==> config.mk <==
export PLATFORM = sky130hd
export DESIGN_NAME = avm_regs
export DESIGN_NICKNAME = d
export VERILOG_FILES = /design/src/shared/avm_pkg.sv /design/src/shared/avm_flag_if.sv /design/src/hdl/avm_flag.sv /design/src/hdl/avm_regs.sv
export SDC_FILE = /design/constraint.sdc
export NUM_CORES = 1
export LEC_CHECK = 0
export BUFFER_PORTS_ARGS = -buffer_cell sky130_fd_sc_hd__buf_2
export CORE_ASPECT_RATIO = 1.75
export CORE_MARGIN = 1
export CORE_UTILIZATION = 40
export DETAILED_ROUTE_END_ITERATION = 7
export PLACE_DENSITY_LB_ADDON = 0.12
export SYNTH_ARGS = -nofsm -noshare
export SYNTH_HDL_FRONTEND = slang
export SYNTH_SLANG_ARGS = --single-unit
export TNS_END_PERCENT = 10
==> constraint.sdc <==
create_clock -name mclk -period 3.8 [get_ports mclk]
set_clock_uncertainty 0.1 [all_clocks]
set_input_delay 0.76 -clock mclk [delete_from_list [all_inputs] [get_ports mclk]]
set_output_delay 0.76 -clock mclk [all_outputs]
set_load 0.02 [all_outputs]
==> src/shared/avm_pkg.sv <==
// Constants shared by the auxiliary voltage monitor register bank.
package avm_pkg;

    // ========================================================================
    // Widths
    localparam int ADC_W  = 12;
    localparam int WORD_W = 16;
    localparam int CMD_W  = 8;
    localparam int STAT_W = 8;

    // ========================================================================
    // Command codes
    localparam logic [7:0] CMD_AUX_VOLTAGE_READING   = 8'hdd;
    localparam logic [7:0] CMD_AUX_OV_WARN_THRESHOLD = 8'hde;
    localparam logic [7:0] CMD_AUX_UV_WARN_THRESHOLD = 8'hdf;
    localparam logic [7:0] CMD_AUX_WARNING_STATUS    = 8'hf6;
    // Standard management-bus fault clearing command, a send byte with no data.
    localparam logic [7:0] CMD_CLEAR_FAULTS          = 8'h03;

    // ========================================================================
    // Reset values
    localparam logic [11:0] RST_AUX_READING = 12'h000;
    localparam logic [11:0] RST_OV_THRESH   = 12'hfff;
    localparam logic [11:0] RST_UV_THRESH   = 12'h000;
    localparam logic [15:0] RST_WORD        = 16'h0000;

    // ========================================================================
    // Status field positions
    localparam int STAT_OV_BIT = 7;
    localparam int STAT_UV_BIT = 6;

    // ========================================================================
    // Pad for the reserved upper bits of 12-bit registers
    localparam logic [3:0] RSVD_HI = 4'h0;

endpackage

==> src/shared/avm_flag_if.sv <==
// Carrier between the compare logic and one sticky warning latch.
`timescale 1ns/1ps
interface avm_flag_if;
    logic set;
    logic clr;
    logic flag;

    modport core
    (
        output set,
        output clr,
        input  flag
    );

    modport latch
    (
        input  set,
        input  clr,
        output flag
    );
endinterface

==> src/hdl/avm_flag.sv <==
// One sticky warning flag with set priority over clear.
`timescale 1ns/1ps
module avm_flag
    import avm_pkg::*;
(
    input  wire logic mclk,
    input  wire logic reset,
    avm_flag_if.latch fl
);

    logic flag_q;

    // ========================================================================
    // Sticky latch
    // A new violation seen in the clearing cycle is kept, so no event is lost.
    always_ff @(posedge mclk)
    begin
        if (reset)
        begin
            flag_q <= 1'b0;
        end
        else if (fl.set)
        begin
            flag_q <= 1'b1;
        end
        else if (fl.clr)
        begin
            flag_q <= 1'b0;
        end
    end

    assign fl.flag = flag_q;

endmodule

==> src/hdl/avm_regs.sv <==
// Auxiliary voltage monitor registers: reading, warning thresholds and status.
//
// Summary of operation
// - Reading holds 12-bit code, upper four zero.
// - Overvoltage threshold read-write, resets to all ones.
// - Undervoltage threshold read-write, resets to zero.
// - Bit 7 latches on overvoltage warning.
// - Bit 6 latches on undervoltage warning.
// - Status bits 5..0 zero, status resets zero.
`timescale 1ns/1ps
module avm_regs
    import avm_pkg::*;
(
    input  wire logic              mclk,
    input  wire logic              reset,
    input  wire logic              conv_valid,
    input  wire logic [ADC_W-1:0]  conv_code,
    input  wire logic              cmd_valid,
    input  wire logic              cmd_write,
    input  wire logic [CMD_W-1:0]  cmd_code,
    input  wire logic [WORD_W-1:0] cmd_wdata,
    output logic                   cmd_done,
    output logic                   cmd_nack,
    output logic [WORD_W-1:0]      rd_data,
    output logic                   ov_warn,
    output logic                   uv_warn
);

    // ========================================================================
    // Storage
    logic [ADC_W-1:0]  reading_q;
    logic [ADC_W-1:0]  ov_thresh_q;
    logic [ADC_W-1:0]  uv_thresh_q;
    logic              cmd_done_q;
    logic              cmd_nack_q;
    logic [WORD_W-1:0] rd_data_q;
    logic              ov_warn_q;
    logic              uv_warn_q;

    // ========================================================================
    // Decode
    logic              hit_reading;
    logic              hit_ov;
    logic              hit_uv;
    logic              hit_status;
    logic              hit_clear;
    logic              wr_ov;
    logic              wr_uv;
    logic              do_clear;
    logic              bad_cmd;
    logic [STAT_W-1:0] status_word;
    logic [WORD_W-1:0] rd_data_d;

    assign hit_reading = (cmd_code == CMD_AUX_VOLTAGE_READING);
    assign hit_ov      = (cmd_code == CMD_AUX_OV_WARN_THRESHOLD);
    assign hit_uv      = (cmd_code == CMD_AUX_UV_WARN_THRESHOLD);
    assign hit_status  = (cmd_code == CMD_AUX_WARNING_STATUS);
    assign hit_clear   = (cmd_code == CMD_CLEAR_FAULTS);

    assign wr_ov    = cmd_valid && cmd_write && hit_ov;
    assign wr_uv    = cmd_valid && cmd_write && hit_uv;
    assign do_clear = cmd_valid && cmd_write && hit_clear;

    // Writes to read-only registers, reads of the clear command and any
    // command this bank does not own are refused with a not-acknowledge.
    always_comb
    begin
        if (cmd_write)
        begin
            bad_cmd = !(hit_ov || hit_uv || hit_clear);
        end
        else
        begin
            bad_cmd = !(hit_reading || hit_ov || hit_uv || hit_status);
        end
    end

    // ========================================================================
    // Conversion capture
    // Latch new code.
    always_ff @(posedge mclk)
    begin
        if (reset)
        begin
            reading_q <= RST_AUX_READING;
        end
        else if (conv_valid)
        begin
            reading_q <= conv_code;
        end
    end

    // ========================================================================
    // Thresholds
    // Overvoltage threshold write.
    always_ff @(posedge mclk)
    begin
        if (reset)
        begin
            ov_thresh_q <= RST_OV_THRESH;
        end
        else if (wr_ov)
        begin
            ov_thresh_q <= cmd_wdata[ADC_W-1:0];
        end
    end

    always_ff @(posedge mclk)
    begin
        if (reset)
        begin
            uv_thresh_q <= RST_UV_THRESH;
        end
        else if (wr_uv)
        begin
            uv_thresh_q <= cmd_wdata[ADC_W-1:0];
        end
    end

    // ========================================================================
    // Warning latches
    // The compare uses the incoming code so a violation is flagged in the
    // same edge that stores the conversion; a threshold written in that same
    // edge takes effect only from the next conversion.
    avm_flag_if ov_if ();
    avm_flag_if uv_if ();

    assign ov_if.set = conv_valid && (conv_code > ov_thresh_q);
    assign uv_if.set = conv_valid && (conv_code < uv_thresh_q);
    assign ov_if.clr = do_clear;
    assign uv_if.clr = do_clear;

    avm_flag u_ov_flag
    (
        .mclk  (mclk),
        .reset (reset),
        .fl    (ov_if.latch)
    );

    avm_flag u_uv_flag
    (
        .mclk  (mclk),
        .reset (reset),
        .fl    (uv_if.latch)
    );

    // ========================================================================
    // Status word
    // Reserved bits zero.
    always_comb
    begin
        status_word              = '0;
        status_word[STAT_OV_BIT] = ov_if.flag;
        status_word[STAT_UV_BIT] = uv_if.flag;
    end

    // ========================================================================
    // Read mux
    // Upper bits zero.
    always_comb
    begin
        rd_data_d = RST_WORD;
        if (cmd_valid && !cmd_write)
        begin
            case (cmd_code)
                CMD_AUX_VOLTAGE_READING:   rd_data_d = {RSVD_HI, reading_q};
                CMD_AUX_OV_WARN_THRESHOLD: rd_data_d = {RSVD_HI, ov_thresh_q};
                CMD_AUX_UV_WARN_THRESHOLD: rd_data_d = {RSVD_HI, uv_thresh_q};
                CMD_AUX_WARNING_STATUS:    rd_data_d = {8'h00, status_word};
                default:                   rd_data_d = RST_WORD;
            endcase
        end
    end

    // ========================================================================
    // Answer to the command engine
    // Read data is held until the next read command so the serial engine can
    // shift it out at its own pace without a further handshake.
    always_ff @(posedge mclk)
    begin
        if (reset)
        begin
            rd_data_q <= RST_WORD;
        end
        else if (cmd_valid && !cmd_write)
        begin
            rd_data_q <= rd_data_d;
        end
    end

    always_ff @(posedge mclk)
    begin
        if (reset)
        begin
            cmd_done_q <= 1'b0;
            cmd_nack_q <= 1'b0;
        end
        else
        begin
            cmd_done_q <= cmd_valid;
            cmd_nack_q <= cmd_valid && bad_cmd;
        end
    end

    // ========================================================================
    // Flag mirrors for the alert logic
    always_ff @(posedge mclk)
    begin
        if (reset)
        begin
            ov_warn_q <= 1'b0;
            uv_warn_q <= 1'b0;
        end
        else
        begin
            ov_warn_q <= ov_if.flag;
            uv_warn_q <= uv_if.flag;
        end
    end

    assign cmd_done = cmd_done_q;
    assign cmd_nack = cmd_nack_q;
    assign rd_data  = rd_data_q;
    assign ov_warn  = ov_warn_q;
    assign uv_warn  = uv_warn_q;

endmodule

* After elaboration in Yosys (flattened, before gate mapping)
Index checks and enable logic that the tools add are counted.
Operators by class: reductions and logical operators 18, multiplexer cells 5, magnitude comparators 2, equality and inequality tests 5
Operators by type and width (count):
- 12-bit one-hot mux with 4 select lines | 1
- 8-bit equality test (second input constant) | 4
- 12-bit > comparator | 1
- 12-bit less-than comparator | 1
- 8-bit by 2-bit equality test with 1-bit output (second input constant) | 1
- 1-bit logical AND | 8
- 1-bit logical OR | 5
- 1-bit 2-to-1 mux | 4
- 2-bit nonzero test | 2
- 1-bit logical NOT | 3
Word-level totals: input port bits 41, word-level logic and storage cells 40, output and inout bits 20, register bits 58

* Longest topological paths before layout
word-level depth 7, gate-level depth with buffers 7, gate-level depth less buffers 7

* By module
From an unflattened synthesis, not the netlist that was laid out.
Second synthesis, totals: cells, all modules 325, area total of the unflattened synthesis 2808.9 µm²
Modules (own cells, without submodules):
- avm_regs | cells each 317, area each 2731.4 µm², times used 1, seq. area each 1041.0 µm²
- avm_flag | cells each 4, area each 38.8 µm², times used 2, seq. area each 20.0 µm²

* Least setup slack after synthesis
Ideal clock, no wire load.
kind input port to flip-flop, start input cmd_code[0], end register rd_data_q[0] (netlist: rd_data[0]), cell stages on the path 7, setup time 67 ps, slack 1609 ps, path buffers 2, data required time 3633 ps, arrival 2023 ps, cells stage by stage buf_2 > nor2b_2 > nand3b_1 > a211o_1 > or3_1 > buf_6 > o21ai_2
On the way: cells in the longest elaborated chain, start to end 2, elaborated cells between the ends (all ways) 5, classes of those cells 4 x eq/ne; 1 x mux
Ends and longest elaborated chain:
- start: declaration | RTL line avm_regs.sv:20 | input wire logic [CMD_W-1:0] cmd_code,
- 8-bit equality test | RTL line avm_regs.sv:165 | case (cmd_code)
- 12-bit one-hot mux with 4 select lines * | RTL line avm_regs.sv:165
- end signal: assignment | RTL line avm_regs.sv:187 | rd_data_q <= rd_data_d;
- end: declaration | RTL line avm_regs.sv:36 | logic [WORD_W-1:0] rd_data_q;
Every way passes the cells marked *; elsewhere a longest branch is shown, timed or not. A chain may end at the register's enable or synchronous reset.

* Worst setup path in the final report
start input conv_valid, end register u_uv_flag.flag_q (netlist: u_uv_flag.fl.flag)
On the way: cells in the longest elaborated chain, start to end 2, elaborated cells between the ends (all ways) 3, classes of those cells 1 x mux; 2 x reduce/logical
Ends and longest elaborated chain:
- start: declaration | RTL line avm_regs.sv:16 | input wire logic conv_valid,
- 1-bit logical AND * | RTL line avm_regs.sv:129 | assign uv_if.set = conv_valid && (conv_code < uv_thresh_q);
- 1-bit 2-to-1 mux / 2-bit nonzero test (equally long branches)
- end signal: assignment | RTL line avm_flag.sv:20 | flag_q <= 1'b0;
- end signal: assignment | RTL line avm_flag.sv:24 | flag_q <= 1'b1;
- end signal: assignment | RTL line avm_flag.sv:28 | flag_q <= 1'b0;
- end: declaration | RTL line avm_flag.sv:11 | logic flag_q;
Marked as above.

==> impl_metrics.ini <==
[floorplan]
die_h_um = 113
row_count = 40
coreArea_mm2 = 0.00681
dieArea_mm2 = 0.00738
die_x_um = 65.4
io_pins = 61
initial_core_util_pct = 41.3

[job]
cap_violations = 0

[synthesis]
yosysUniqueCellTypes = 41
syn_area_per_cell_um2 = 8.62
synth_edf_count = 0
synth.yosys.seq_area_share_pct = 38.5
yosysWarnings = 0
synth_top_area_share_pct = 38.5
ys.flop_type = dfxtp_1
synthTopCellsByArea = dfxtp_1, ha_1, nand2_1
syn_inst = 326
ys_ff_latch = 54
syn_area_mm2 = 0.00281
async_flop_share_pct = 0
synth_top_cell_by_area = dfxtp_1

[cts]
cts_resized = 0
cts_tree = yes
cts_setup_buffers = 0
clock-sinks = 54
root_buffer = clkbuf_16
holdBufCountCts = 0
path_clk_slew_ns = 0.07
numCtsBuffers = 5
clock_path_buffers = 2
htree_num_levels = 2
clk_latency_ns = 0.29

[critical_path]
r2r_slack_ns = 1.59
rr_startpoint = uv_thresh_q[9]$_SDFFE_PP0P_
rr_worst_depth = 7
cp.required_ns = 3.89
cp-end-kind = register
worstPathArrival_ns = 2.53
critPathMaxFanout = 13
worstReg2RegEnd = u_uv_flag.fl.flag$_SDFFE_PP0P_
worstSetupStartpointType = input port
critPathKind = in2reg

[cells_and_area]
layoutNonFillerInstCount = 459
fin_nets = 438
drive_above_1_share_pct = 23.2
antenna_cells = 0
syn2layout_area_growth_pct = 18.4
utilization_pct = 48.9

[worst_hold_path]
hold_depth = 2
worstHoldStart = rd_data[10]$_SDFFE_PP0P_
min_to = rd_data[10]$_SDFFE_PP0P_
min-delay-path-class = reg2reg

[routing]
avgRoutedWirePerCell_um = 15.1
routed_wl_um = 6910
drcViolationCount = 0
via_per_inst = 5.29
ant_nets = 0
dr.pass1.iters = 4
vias = 2429
initialDrtViolationCount = 130

[timing]
slew_violations = 0
setup_viol = 0
tightestPinTransition_ns = 0.779
hold_viol = 0
period_share_pct = 64.2
slew_headroom_pct = 46.8
rsz0062_at_grt = false
fin_tns_setup_ns = 0
timing.final.crit_period_ns = 2.44
clock.fmax_mhz = 410
finalWorstSetupSlack_ns = 1.36

[grt]
grt_pass1_vias = 2295
grt_pass1_wl_um = 11200
grt_max_degree = 44
grt_use_met3_pct = 3.53
use_met2_pct = 35.9
grt_usage_pct = 20.2
grt_overflow = 0
use_met1_pct = 22.5
top_usage_layer = met2
antenna_found_initial = 0

[power]
p_leak_nw = 1.48
seqPwrFrac_pct = 44.6
p_int_mw = 1.02
p_per_area_mw_per_mm2 = 391
ir_worst_vdd_mv = 0.216
power_frac_comb_pct = 9.3
p_clk_share_pct = 46.1
swShare_pct = 21.6
p_switching_mw = 0.281

[placement]
dp.final_hpwl_um = 5150
place_ws_ns = 1.01
dpl.cell_count = 451
io_buffers = 52
routabilityCongestion = 0.788

[run_status]
status = finished, final reports clean
[stage by stage]
step / cell area, um^2 / hold WS [ns] / power, mW
2_1_floorplan: 2820 / 0.338 / 0.665
3_3_place_gp: 3130 / 0.333 / 0.714
3_5_place_dp: 3130 / 0.338 / 0.715
4_1_cts: 3330 / 0.350 / 1.32
5_1_grt: 3330 / 0.373 / 1.35
6_report: 3330 / 0.346 / 1.30
[cell usage after synthesis, types with 2 or more instances]
cell and n:
nand4_1 4, a22oi_1 11, mux2i_1 14, nand3_1 5, dfxtp_1 54, a21boi_0 4
mux2_2 10, o211ai_1 2, clkbuf_1 7, a21oi_1 24, buf_1 5, nand2b_1 2
a211o_1 13, nor2b_1 6, buf_2 2, o21ai_0 5, a221oi_1 2, buf_4 4
nand3b_1 2, ha_1 23, nand2_1 44, inv_1 25, nor2_1 32, o21ai_2 9
[cell usage in the layout, fill, tap and decap left out, types with 6 or more instances in the layout]
master,instances
inv_1,25
nand2_1,44
buf_2,52
mux2i_1,14
a22oi_1,11
a21oi_1,24
dfxtp_1,54
ha_1,23
mux2_2,10
a211o_1,13
nor2b_1,6
nor2_1,32
o21ai_2,9
[layout make-up]
cell class | count | area [um^2]
Tap cell | 84 | 105
Clock buffer | 6 | 139
Sequential cell | 54 | 1080
Inverter | 25 | 93.8
Fill cell | 726 | 3480
Clock inverter | 2 | 60.1
Timing Repair Buffer | 57 | 298
Multi-Input combinational cell | 231 | 1550
[worst max-delay path, cell delays in order]
cell and delay, ns:
buf_2 0.38, nand2b_1 0.20, a2111oi_0 0.74, o211ai_1 0.16, o21ai_0 0.28
[registers in the layout, summed over array words and instances, names as in the netlist]
register / flops
u_ov_flag.fl.flag: 1
u_uv_flag.fl.flag: 1
cmd_done: 1
ov_thresh_q: 12
uv_warn: 1
reading_q: 12
uv_thresh_q: 12
ov_warn: 1
rd_data: 12
cmd_nack: 1
[routing by layer]
layer  share of wire (%)  vias up
met5                   0        -
met4                 2.8        0
met3                 4.1       14
met2                  53       63
met1                  40     1136
li1                    -     1216
[how the worst max path moves through the flow]
stage,start,end,slack (ns),cells past startpoint
2_1_floorplan,cmd_code[0],rd_data[0]$_SDFFE_PP0P_,1.61,7
3_3_place_gp,conv_valid,u_uv_flag.fl.flag$_SDFFE_PP0P_,1.07,5
3_5_place_dp,conv_valid,u_uv_flag.fl.flag$_SDFFE_PP0P_,1.01,5
4_1_cts,conv_valid,u_uv_flag.fl.flag$_SDFFE_PP0P_,1.32,5
5_1_grt,conv_valid,u_uv_flag.fl.flag$_SDFFE_PP0P_,1.25,5
6_report,conv_valid,u_uv_flag.fl.flag$_SDFFE_PP0P_,1.36,5
[cell families (layout without fill, tap and decap cells)]
logic type / count (synthesis) / count (layout) / share of synthesized area, %
and+or+nand+nor: 104 / 104 / 16.6
AOI/OAI and AO/OA: 76 / 76 / 18.8
DFF: 54 / 54 / 38.5
buffers and inverters: 44 / 90 / 6.76
muxes: 24 / 24 / 8.99
adders and majority gates: 23 / 23 / 10.2
other: 1 / 4 / 0.133
[power groups by stage]
stage / logic [mW] / registers, mW / clock network (mW)
global placement: 0.120 / 0.594 / 0
CTS: 0.122 / 0.581 / 0.615
floorplan: 0.0703 / 0.595 / 0
global route: 0.134 / 0.582 / 0.637
finish: 0.120 / 0.581 / 0.600
detailed placement: 0.121 / 0.594 / 0
Note: power is estimated with default switching activity, not from simulation.
